## config.mk

```make
export PLATFORM = sky130hd
export DESIGN_NAME = alt_core
export DESIGN_NICKNAME = d
export VERILOG_FILES = /design/src/verilog/alt_pkg.sv /design/src/verilog/alt_decode.sv /design/src/verilog/alt_core.sv
export SDC_FILE = /design/constraint.sdc
export NUM_CORES = 1
export LEC_CHECK = 0
export ABC_CLOCK_PERIOD_IN_PS = 1400
export BUFFER_PORTS_ARGS = -buffer_cell sky130_fd_sc_hd__buf_2
export CORE_MARGIN = 2
export CORE_UTILIZATION = 28
export DETAILED_ROUTE_END_ITERATION = 12
export GPL_ROUTABILITY_DRIVEN = 1
export PLACE_DENSITY = 0.73
export SLEW_MARGIN = 20
export SYNTH_ARGS = -nofsm -noshare
export SYNTH_HDL_FRONTEND = slang
export SYNTH_SLANG_ARGS = --single-unit
```

## constraint.sdc

```tcl
create_clock -name clk_in -period 1.4 [get_ports clk_in]
set_input_delay 0.21 -clock clk_in [delete_from_list [all_inputs] [get_ports clk_in]]
set_output_delay 0.21 -clock clk_in [all_outputs]
set_load 0.02 [all_outputs]
```

## src/verilog/alt_pkg.sv

```systemverilog
// package of constants for the accumulator load transfer block
`default_nettype none
package alt_pkg;
  localparam int unsigned ALT_DATA_W = 4;
  localparam int unsigned ALT_Z_W    = 2;
  localparam int unsigned ALT_INSN_W = 10;
  localparam logic [9:0] ALT_OP_TIMER_SIX = 10'h250;
  localparam logic [9:0] ALT_OP_X         = 10'h052;
  localparam logic [9:0] ALT_OP_Y         = 10'h01f;
  localparam logic [9:0] ALT_OP_Z         = 10'h053;
  localparam logic [3:0] ALT_ACC_RESET    = 4'h0;
  localparam logic [1:0] ALT_ZEXT_HI      = 2'h0;
  typedef enum logic [2:0] {
    ALT_SRC_NONE  = 3'b000,
    ALT_SRC_TIMER = 3'b001,
    ALT_SRC_X     = 3'b010,
    ALT_SRC_Y     = 3'b011,
    ALT_SRC_Z     = 3'b100
  } alt_src_t;
endpackage
`default_nettype wire

```

## src/verilog/alt_decode.sv

```systemverilog
// instruction decoder selecting the accumulator source
`timescale 1ns/100ps
`default_nettype none
module alt_decode
  import alt_pkg::*;
(
  input  wire logic [ALT_INSN_W-1:0] insn_in,
  output alt_src_t                   src_out
);
  // exact ten-bit match only; any other word leaves the accumulator alone
  always_comb begin
    if (insn_in == ALT_OP_TIMER_SIX) begin
      src_out = ALT_SRC_TIMER;
    end else if (insn_in == ALT_OP_X) begin
      src_out = ALT_SRC_X;
    end else if (insn_in == ALT_OP_Y) begin
      src_out = ALT_SRC_Y;
    end else if (insn_in == ALT_OP_Z) begin
      src_out = ALT_SRC_Z;
    end else begin
      src_out = ALT_SRC_NONE;
    end
  end
endmodule // alt_decode
`default_nettype wire

```

## src/verilog/alt_core.sv

```systemverilog
// accumulator load transfer execute stage
`timescale 1ns/100ps
`default_nettype none
module alt_core
  import alt_pkg::*;
(
  input  wire logic                  clk_in,
  input  wire logic                  rstn_in,
  input  wire logic                  insn_valid_in,
  input  wire logic [ALT_INSN_W-1:0] insn_in,
  input  wire logic [ALT_DATA_W-1:0] timer_control_six_in,
  input  wire logic [ALT_DATA_W-1:0] x_reg_in,
  input  wire logic [ALT_DATA_W-1:0] y_reg_in,
  input  wire logic [ALT_Z_W-1:0]    z_reg_in,
  input  wire logic                  carry_flag_in,
  output logic      [ALT_DATA_W-1:0] acc_out,
  output logic                       acc_load_out,
  output logic                       carry_flag_out,
  output logic                       skip_next_out,
  output logic                       insn_done_out
);
  // ****************
  // decode
  // ****************
  alt_src_t                  src;
  logic     [ALT_DATA_W-1:0] acc_d;
  logic                      hit;

  alt_decode u_decode (
    .insn_in (insn_in),
    .src_out (src)
  );

  // one place decides what counts as a transfer, for the logic and its checks
  function automatic logic alt_is_load(input logic valid, input alt_src_t sel);
    return valid && (sel != ALT_SRC_NONE);
  endfunction

  assign hit = alt_is_load(insn_valid_in, src);

  always_comb begin
    case (src)
      ALT_SRC_TIMER: acc_d = timer_control_six_in;
      ALT_SRC_X:     acc_d = x_reg_in;
      ALT_SRC_Y:     acc_d = y_reg_in;
      ALT_SRC_Z:     acc_d = {ALT_ZEXT_HI, z_reg_in};
      default:       acc_d = acc_out;
    endcase
  end

  // ****************
  // execute
  // ****************
  // accumulator is held here; x, y, z and timer sources are only read
  always_ff @(posedge clk_in or negedge rstn_in) begin
    if (!rstn_in) begin
      acc_out <= ALT_ACC_RESET;
    end else if (hit) begin
      acc_out <= acc_d;
    end
  end

  always_ff @(posedge clk_in or negedge rstn_in) begin
    if (!rstn_in) begin
      acc_load_out  <= 1'b0;
      insn_done_out <= 1'b0;
    end else begin
      acc_load_out  <= hit;
      insn_done_out <= hit;
    end
  end

  // carry passes through untouched; a registered copy keeps outputs flopped
  always_ff @(posedge clk_in or negedge rstn_in) begin
    if (!rstn_in) begin
      carry_flag_out <= 1'b0;
      skip_next_out  <= 1'b0;
    end else begin
      carry_flag_out <= carry_flag_in;
      skip_next_out  <= 1'b0;
    end
  end

  // ****************
  // reference for checks
  // ****************
  // a second, separate match of the words, so a decoder fault cannot hide
  function automatic alt_src_t alt_ref_src(input logic [ALT_INSN_W-1:0] word);
    alt_src_t sel;
    sel = ALT_SRC_NONE;
    if (word == ALT_OP_TIMER_SIX) begin
      sel = ALT_SRC_TIMER;
    end else if (word == ALT_OP_X) begin
      sel = ALT_SRC_X;
    end else if (word == ALT_OP_Y) begin
      sel = ALT_SRC_Y;
    end else if (word == ALT_OP_Z) begin
      sel = ALT_SRC_Z;
    end
    return sel;
  endfunction

  alt_src_t                  ref_src;
  logic                      ref_hit;
  logic     [ALT_DATA_W-1:0] ref_acc_d;
  logic     [ALT_DATA_W-1:0] ref_acc_q;

  assign ref_src = alt_ref_src(insn_in);
  assign ref_hit = alt_is_load(insn_valid_in, ref_src);

  always_comb begin
    ref_acc_d = ref_acc_q;
    if (ref_hit) begin
      if (ref_src == ALT_SRC_TIMER) begin
        ref_acc_d = timer_control_six_in;
      end else if (ref_src == ALT_SRC_X) begin
        ref_acc_d = x_reg_in;
      end else if (ref_src == ALT_SRC_Y) begin
        ref_acc_d = y_reg_in;
      end else begin
        ref_acc_d[ALT_Z_W-1:0]          = z_reg_in;
        ref_acc_d[ALT_DATA_W-1:ALT_Z_W] = ALT_ZEXT_HI;
      end
    end
  end

  // reference only feeds the checks; it drives no output
  always_ff @(posedge clk_in or negedge rstn_in) begin
    if (!rstn_in) begin
      ref_acc_q <= ALT_ACC_RESET;
    end else begin
      ref_acc_q <= ref_acc_d;
    end
  end

  // ****************
  // checks
  // ****************
  AST_TIMER: assert property (@(posedge clk_in) disable iff (!rstn_in)
    insn_valid_in && insn_in == ALT_OP_TIMER_SIX |=> acc_out == $past(timer_control_six_in))
    else $error("timer six load wrong");
  AST_X: assert property (@(posedge clk_in) disable iff (!rstn_in)
    insn_valid_in && insn_in == ALT_OP_X |=> acc_out == $past(x_reg_in))
    else $error("x load wrong");
  AST_Y: assert property (@(posedge clk_in) disable iff (!rstn_in)
    insn_valid_in && insn_in == ALT_OP_Y |=> acc_out == $past(y_reg_in))
    else $error("y load wrong");
  AST_Z_LOW: assert property (@(posedge clk_in) disable iff (!rstn_in)
    insn_valid_in && insn_in == ALT_OP_Z |=> acc_out[1:0] == $past(z_reg_in))
    else $error("z low bits wrong");
  AST_Z_HIGH: assert property (@(posedge clk_in) disable iff (!rstn_in)
    insn_valid_in && insn_in == ALT_OP_Z |=> acc_out[3:2] == 2'h0)
    else $error("z high bits not cleared");
  AST_ONE_CYCLE: assert property (@(posedge clk_in) disable iff (!rstn_in)
    hit |=> insn_done_out ##1 (insn_done_out == $past(hit)))
    else $error("transfer not single cycle");
  AST_NO_SKIP: assert property (@(posedge clk_in) disable iff (!rstn_in)
    hit |=> !skip_next_out [*2])
    else $error("skip raised");
  AST_CARRY: assert property (@(posedge clk_in) disable iff (!rstn_in)
    hit |=> carry_flag_out == $past(carry_flag_in))
    else $error("carry changed");
  AST_HOLD: assert property (@(posedge clk_in) disable iff (!rstn_in)
    !hit |=> $stable(acc_out))
    else $error("accumulator changed without transfer");

  // against the separate reference and its own word match
  AST_REF_ACC: assert property (@(posedge clk_in) disable iff (!rstn_in)
    acc_out == ref_acc_q)
    else $error("accumulator differs from reference");
  AST_SRC_MATCH: assert property (@(posedge clk_in) disable iff (!rstn_in)
    insn_valid_in |-> src == ref_src)
    else $error("decoder picked wrong source");
  AST_REFUSE: assert property (@(posedge clk_in) disable iff (!rstn_in)
    insn_valid_in && src == ALT_SRC_NONE |=> !acc_load_out && !insn_done_out)
    else $error("pulse on a refused word");
  AST_IDLE: assert property (@(posedge clk_in) disable iff (!rstn_in)
    !insn_valid_in |=> !acc_load_out && $stable(acc_out))
    else $error("transfer without valid");
  AST_LOAD_PULSE: assert property (@(posedge clk_in) disable iff (!rstn_in)
    ref_hit |=> acc_load_out && insn_done_out)
    else $error("transfer gave no pulse");
  AST_CARRY_IDLE: assert property (@(posedge clk_in) disable iff (!rstn_in)
    !hit |=> carry_flag_out == $past(carry_flag_in))
    else $error("carry changed on idle cycle");
  AST_DONE_LOAD: assert property (@(posedge clk_in) disable iff (!rstn_in)
    insn_done_out == acc_load_out)
    else $error("done and load disagree");
  AST_SKIP_LOW: assert property (@(posedge clk_in) disable iff (!rstn_in)
    !skip_next_out)
    else $error("skip output raised");

  // reset is asynchronous, so outputs are already clear at the first edge in reset
  AST_RESET_VAL: assert property (@(posedge clk_in)
    !rstn_in |-> acc_out == ALT_ACC_RESET && !acc_load_out && !insn_done_out
      && !carry_flag_out && !skip_next_out)
    else $error("output not cleared in reset");

  // bit by bit, so a single stuck enable shows on its own bit
  for (genvar b = 0; b < ALT_DATA_W; b++) begin : g_acc_bit
    AST_BIT_HOLD: assert property (@(posedge clk_in) disable iff (!rstn_in)
      !ref_hit |=> $stable(acc_out[b]))
      else $error("accumulator bit moved without transfer");
  end

  // ****************
  // coverage
  // ****************
  COV_TIMER: cover property (@(posedge clk_in) insn_valid_in && insn_in == ALT_OP_TIMER_SIX);
  COV_Z: cover property (@(posedge clk_in) insn_valid_in && insn_in == ALT_OP_Z);
  COV_BACK: cover property (@(posedge clk_in) hit ##1 hit);
  COV_X: cover property (@(posedge clk_in) insn_valid_in && insn_in == ALT_OP_X);
  COV_REFUSE: cover property (@(posedge clk_in) insn_valid_in && src == ALT_SRC_NONE);
endmodule // alt_core
`default_nettype wire

```

---- Yosys cells after proc, flatten, opt, wreduce, memory -nomap -nowiden ----
Index checks and enable logic that the tools add are counted.
word-level totals
  register bits after elaboration ......... 6
  bits in latches ......................... 0
  bits in writable memories ............... 0
  memory bits (read-only) ................. 0
  input port bits ......................... 28
  output and inout bits ................... 8
  word-level logic and storage cells ...... 20
  memories kept ........................... 0
cells by class
  $add $sub $neg .......................... 0
  multipliers ............................. 0
  divide/modulo/power cells ............... 0
  $lt $le $gt $ge ......................... 0
  equality and inequality tests ........... 8
  shifts and indexed selects .............. 0
  multiplexer cells ....................... 5
  bitwise operators ....................... 0
  reduce and logical (&&, ||, !) cells .... 4
operators with widths
  cell                                                   count
  equality test 10 x 7 -> 1 bit (second input constant)  2
  case mux 4 bit (4 select lines)                        1
  two-way mux 3 bit                                      4
  equality test 10 bit (second input constant)           1
  equality test 10 x 5 -> 1 bit (second input constant)  1
  equality test 3 x 2 -> 1 bit (second input constant)   2
  nonzero test 4 bit                                     1
  equality test 3 x 1 -> 1 bit (second input constant)   1
  equality test 3 bit (second input constant)            1
  nonzero test 3 bit                                     1
  AND reduction 2 bit                                    1
  logical AND 1 bit                                      1

---- Depth between registers and ports, before layout ----
  depth after elaboration ................. 8
  gate-level depth with buffers ........... 5

---- By module ----
Synthesis repeated with hierarchy kept, for this count alone.
second synthesis, totals
  cells, all modules ...................... 52
  area, all modules ....................... 503.0 sq um
by module, submodules not included
  module      instances  cells each  area an instance (sq um)
  alt_core    1          40          399.1
  alt_decode  1          12          103.8

---- Worst setup path before layout ----
Ideal clock, no wire load.
  kind .................................... input-to-reg
  start ................................... in insn_in[8]
  end ..................................... reg acc_out[2]
  library setup time ...................... 0.123 ns
  arrival time ............................ 1.048 ns
  required time ........................... 1.277 ns
  setup slack ............................. 0.229 ns
  stages on the path ...................... 4
  buffers on the path ..................... 0
  path through ............................ nor4b_4 -> nand4_2 -> o21ai_1 -> a2bb2oi_2
between the ends
  cells in the longest elaborated chain, start to end .. 8
  elaborated cells between the ends (all ways) .. 17
  classes of those cells .................. eq/ne: 8; mux: 5; reduce/logical: 4
ends and longest elaborated chain
  what                                                                             line              text
  start, declared                                                                  alt_core.sv:10    input wire logic [ALT_INSN_W-1:0] insn_in,
  equality test 10 x 7 -> 1 bit                                                    alt_decode.sv:18  end else if (insn_in == ALT_OP_Z) begin
  two-way mux 3 bit                                                                n/a
  two-way mux 3 bit                                                                alt_decode.sv:16  end else if (insn_in == ALT_OP_Y) begin
  two-way mux 3 bit                                                                n/a
  two-way mux 3 bit *                                                              alt_decode.sv:12  if (insn_in == ALT_OP_TIMER_SIX) begin
  equality test 3 x 1 -> 1 bit, or another cell as far along                       alt_core.sv:42    case (src)
  nonzero test 4 bit (no source line) / logical AND 1 bit (equally long branches)  n/a
  AND reduction 2 bit (no source line)                                             n/a
  end signal, assigned                                                             alt_core.sv:57    acc_out <= ALT_ACC_RESET;
  end signal, assigned                                                             alt_core.sv:59    acc_out <= acc_d;
  end, declared                                                                    alt_core.sv:16    output logic [ALT_DATA_W-1:0] acc_out,
Mark *: on every way between the ends. The rest lies on a longest branch, timed or not.
A chain may end at the register's enable or synchronous reset.

---- Worst setup path in the final report ----
  start ................................... in insn_in[8]
  end ..................................... reg acc_out[3]
The elaborated chain is that of the path after synthesis.

==> flow_metrics.py <==
metrics = {
    "clocking": {
        "post_cts_buffers": 0,
        "numClockSinks": 6,
        "clkTransAtPathRegs_ns": 0.04,
        "htree_levels": 1,
        "cts_buffers": 3,
        "cts_tree": "built",
        "worstSkewPairLatency_ns": 0.23,
        "root_buffer": "clkbuf_4",
        "max-clock-path-buffers": 2,
        "ctsResizeCount": 0,
    },
    "yosys": {
        "synth_simple_gate_area_frac": 0.274,
        "synth_most_common_cell": "dfrtp_1",
        "synth_compound_area_frac": 0.260,
        "synth_area_leader_cell": "dfrtp_1",
        "synth.top_cell.area_share": 0.343,
        "synth_warnings": 0,
        "syn-num-nets": 68,
        "syn_inst": 40,
        "synth-seq-area-share": 0.343,
        "synth-xor-area-share": 0,
        "syn-cell-area_sq_um": 438,
        "postSynth.asyncResetShare": 1.00,
        "synth_top_family_by_area": "simple AND/OR/NAND/NOR gates",
        "synth-seq-cells": 6,
        "synthDistinctLibCells": 22,
        "synthTopCellsByCount": "dfrtp_1, nand3_1",
        "synth_enable_flop_cells": 0,
        "synth_mux_area_frac": 0.0514,
        "ys_top_cells_by_area": "dfrtp_1, a2bb2oi_2, nor4b_4",
        "synth_fa_ha_area_frac": 0,
        "synth_flop_cell": "dfrtp_1",
        "avgSynthCellArea_sq_um": 10.9,
    },
    "routing": {
        "viasPerCell": 4.82,
        "dr_total_vias": 448,
        "drc": 0,
        "ant_nets": 0,
        "dr.pass1.iters": 2,
        "dr.first_iter.drc_count": 2,
        "wirelength_um": 959,
        "routedWlPerCell_um": 10.3,
    },
    "outcome": {
        "outcome": "completed",
    },
    "place": {
        "dp.cells": 89,
        "dpl_cell_area_sq_um": 623,
        "gp_congestion": 0.699,
        "hpwl_um": 860,
        "port_buffers": 34,
    },
    "die": {
        "row_count": 14,
        "dieHeight_um": 43.5,
        "die_x_um": 43.5,
        "die_area_sq_um": 1900,
        "core_sq_um": 1490,
        "ioPinCount": 36,
        "start_util": 0.294,
    },
    "finish": {
        "insertedDiodeCount": 0,
        "fin_cells": 93,
        "final_cell_area_sq_um": 656,
        "post-route-util": 0.440,
        "syn2layout_area_growth_pct": 49.7,
        "fin_nets": 107,
        "layout-drive-gt1-share": 0.636,
    },
    "sta": {
        "period_needed_ns": 1.09,
        "rsz0062_at_grt": "false",
        "final_hold_viol_count": 0,
        "fin_crit_sh": 0.781,
        "setup_viol": 0,
        "finClkSkew_ns": 0,
        "fin_hold_ws_ns": 0.0797,
        "final_max_slew_viol_count": 0,
        "fmax_mhz": 914,
        "final.setup.tns_ns": 0,
    },
    "power": {
        "powerDensity_nw_per_um2": 674,
        "power_leakage_nw": 0.357,
        "max-vdd-ir-drop_mv": 0.254,
    },
    "worst_setup_path": {
        "r2r_end": "acc_out[3]$_DFFE_PN0P_",
        "reg2reg_depth": 1,
        "crit_type": "in2reg",
        "setup.worst_path.end_class": "flip-flop",
        "critPathRequiredTime_ns": 1.52,
        "cp_max_fo": 7,
        "r2r-start": "acc_out[3]$_DFFE_PN0P_",
        "arrival_ns": 1.21,
        "crit_end": "acc_out[3]$_DFFE_PN0P_",
        "cp-start-kind": "input port",
        "startpoint": "insn_in[8]",
        "reg2reg_slack_ns": 0.73,
    },
    "global_route": {
        "grt_pass1_vias": 443,
        "grt_pass1_wl_um": 1680,
        "antenna_found_initial": 0,
        "globalRouteOverflowTotal": 0,
        "grt_use_total": 0.119,
        "grt_max_degree": 8,
    },
    "flow_run": {
        "max_cap_violations": 0,
    },
    "hold_path": {
        "min_path_type": "in2reg",
    },
}
cells by family (layout without fill, tap and decap cells):
family	after synthesis	count (layout)
simple gates	14	14
compound gates	12	12
flops	6	6
buf+inv	5	42
mux	2	2
other cells	1	1
sequential cells by signal, indices dropped and copies added, names as in the netlist:
name and cells:
acc_out 4, carry_flag_out 1, insn_done_out 1
worst min-delay path by stage:
stage / cells past startpoint / slack [ns] / endpoint / start
floorplan: 0 / -0.09 / acc_out[0]$_DFFE_PN0P_ / rstn_in
detailed placement: 1 / 0.03 / carry_flag_out$_DFF_PN0_ / rstn_in
CTS: 1 / 0.07 / carry_flag_out$_DFF_PN0_ / carry_flag_in
global route: 1 / 0.07 / carry_flag_out$_DFF_PN0_ / carry_flag_in
global placement: 1 / 0.04 / carry_flag_out$_DFF_PN0_ / rstn_in
finish: 1 / 0.08 / carry_flag_out$_DFF_PN0_ / carry_flag_in
power breakdown:
group          total [mW]  internal, mW  leakage (nW)  switching (mW)
registers           0.188         0.182        0.0807         0.00525
clock network       0.148        0.0962        0.0138          0.0517
logic               0.106        0.0574         0.262          0.0489
cell type report:
| cell class | count | area, sq um |
|---|---|---|
| repair buffers | 37 | 195 |
| clock buffers | 3 | 22.5 |
| fillers | 150 | 833 |
| well taps | 16 | 20.0 |
| flip-flops and latches | 6 | 150 |
| inverters | 2 | 7.51 |
| multi-input cells | 29 | 260 |
metrics by stage:
stage	setup slack, ns	power, mW
global placement	0.0815	0.293
CTS	0.284	0.449
global route	0.216	0.480
detailed placement	0.0499	0.296
floorplan	0.229	0.237
finish	0.306	0.442
layout by cell type, fill, tap and decap left out, types with 2 or more instances in the layout:
cell	n
a22o_1	2
a22oi_1	2
a2bb2oi_2	2
buf_2	34
buf_4	2
clkbuf_4	3
dfrtp_1	6
inv_1	2
mux2_2	2
nand2_1	2
nand3_1	4
nor2b_1	2
o21ai_1	2
o22a_1	2
routing by layer:
metal	wire, um	track usage
met4	0	0.0727
met5	0	0
met2	528	0.197
met1	348	0.128
met3	82	0.0417
timing repair:
item / 4_1_cts / 5_1_grt
hold buffers: 1 / 0
endpoints found under the setup margin: 0 / 0
endpoints found under the hold margin: 6 / 0
critical path, stage by stage:
cell and delay (ns):
buf_2 0.11, nor4b_4 0.34, nand4_2 0.26, o21ai_1 0.21, a2bb2oi_2 0.07
No activity file was read; power rests on OpenSTA's default activity.
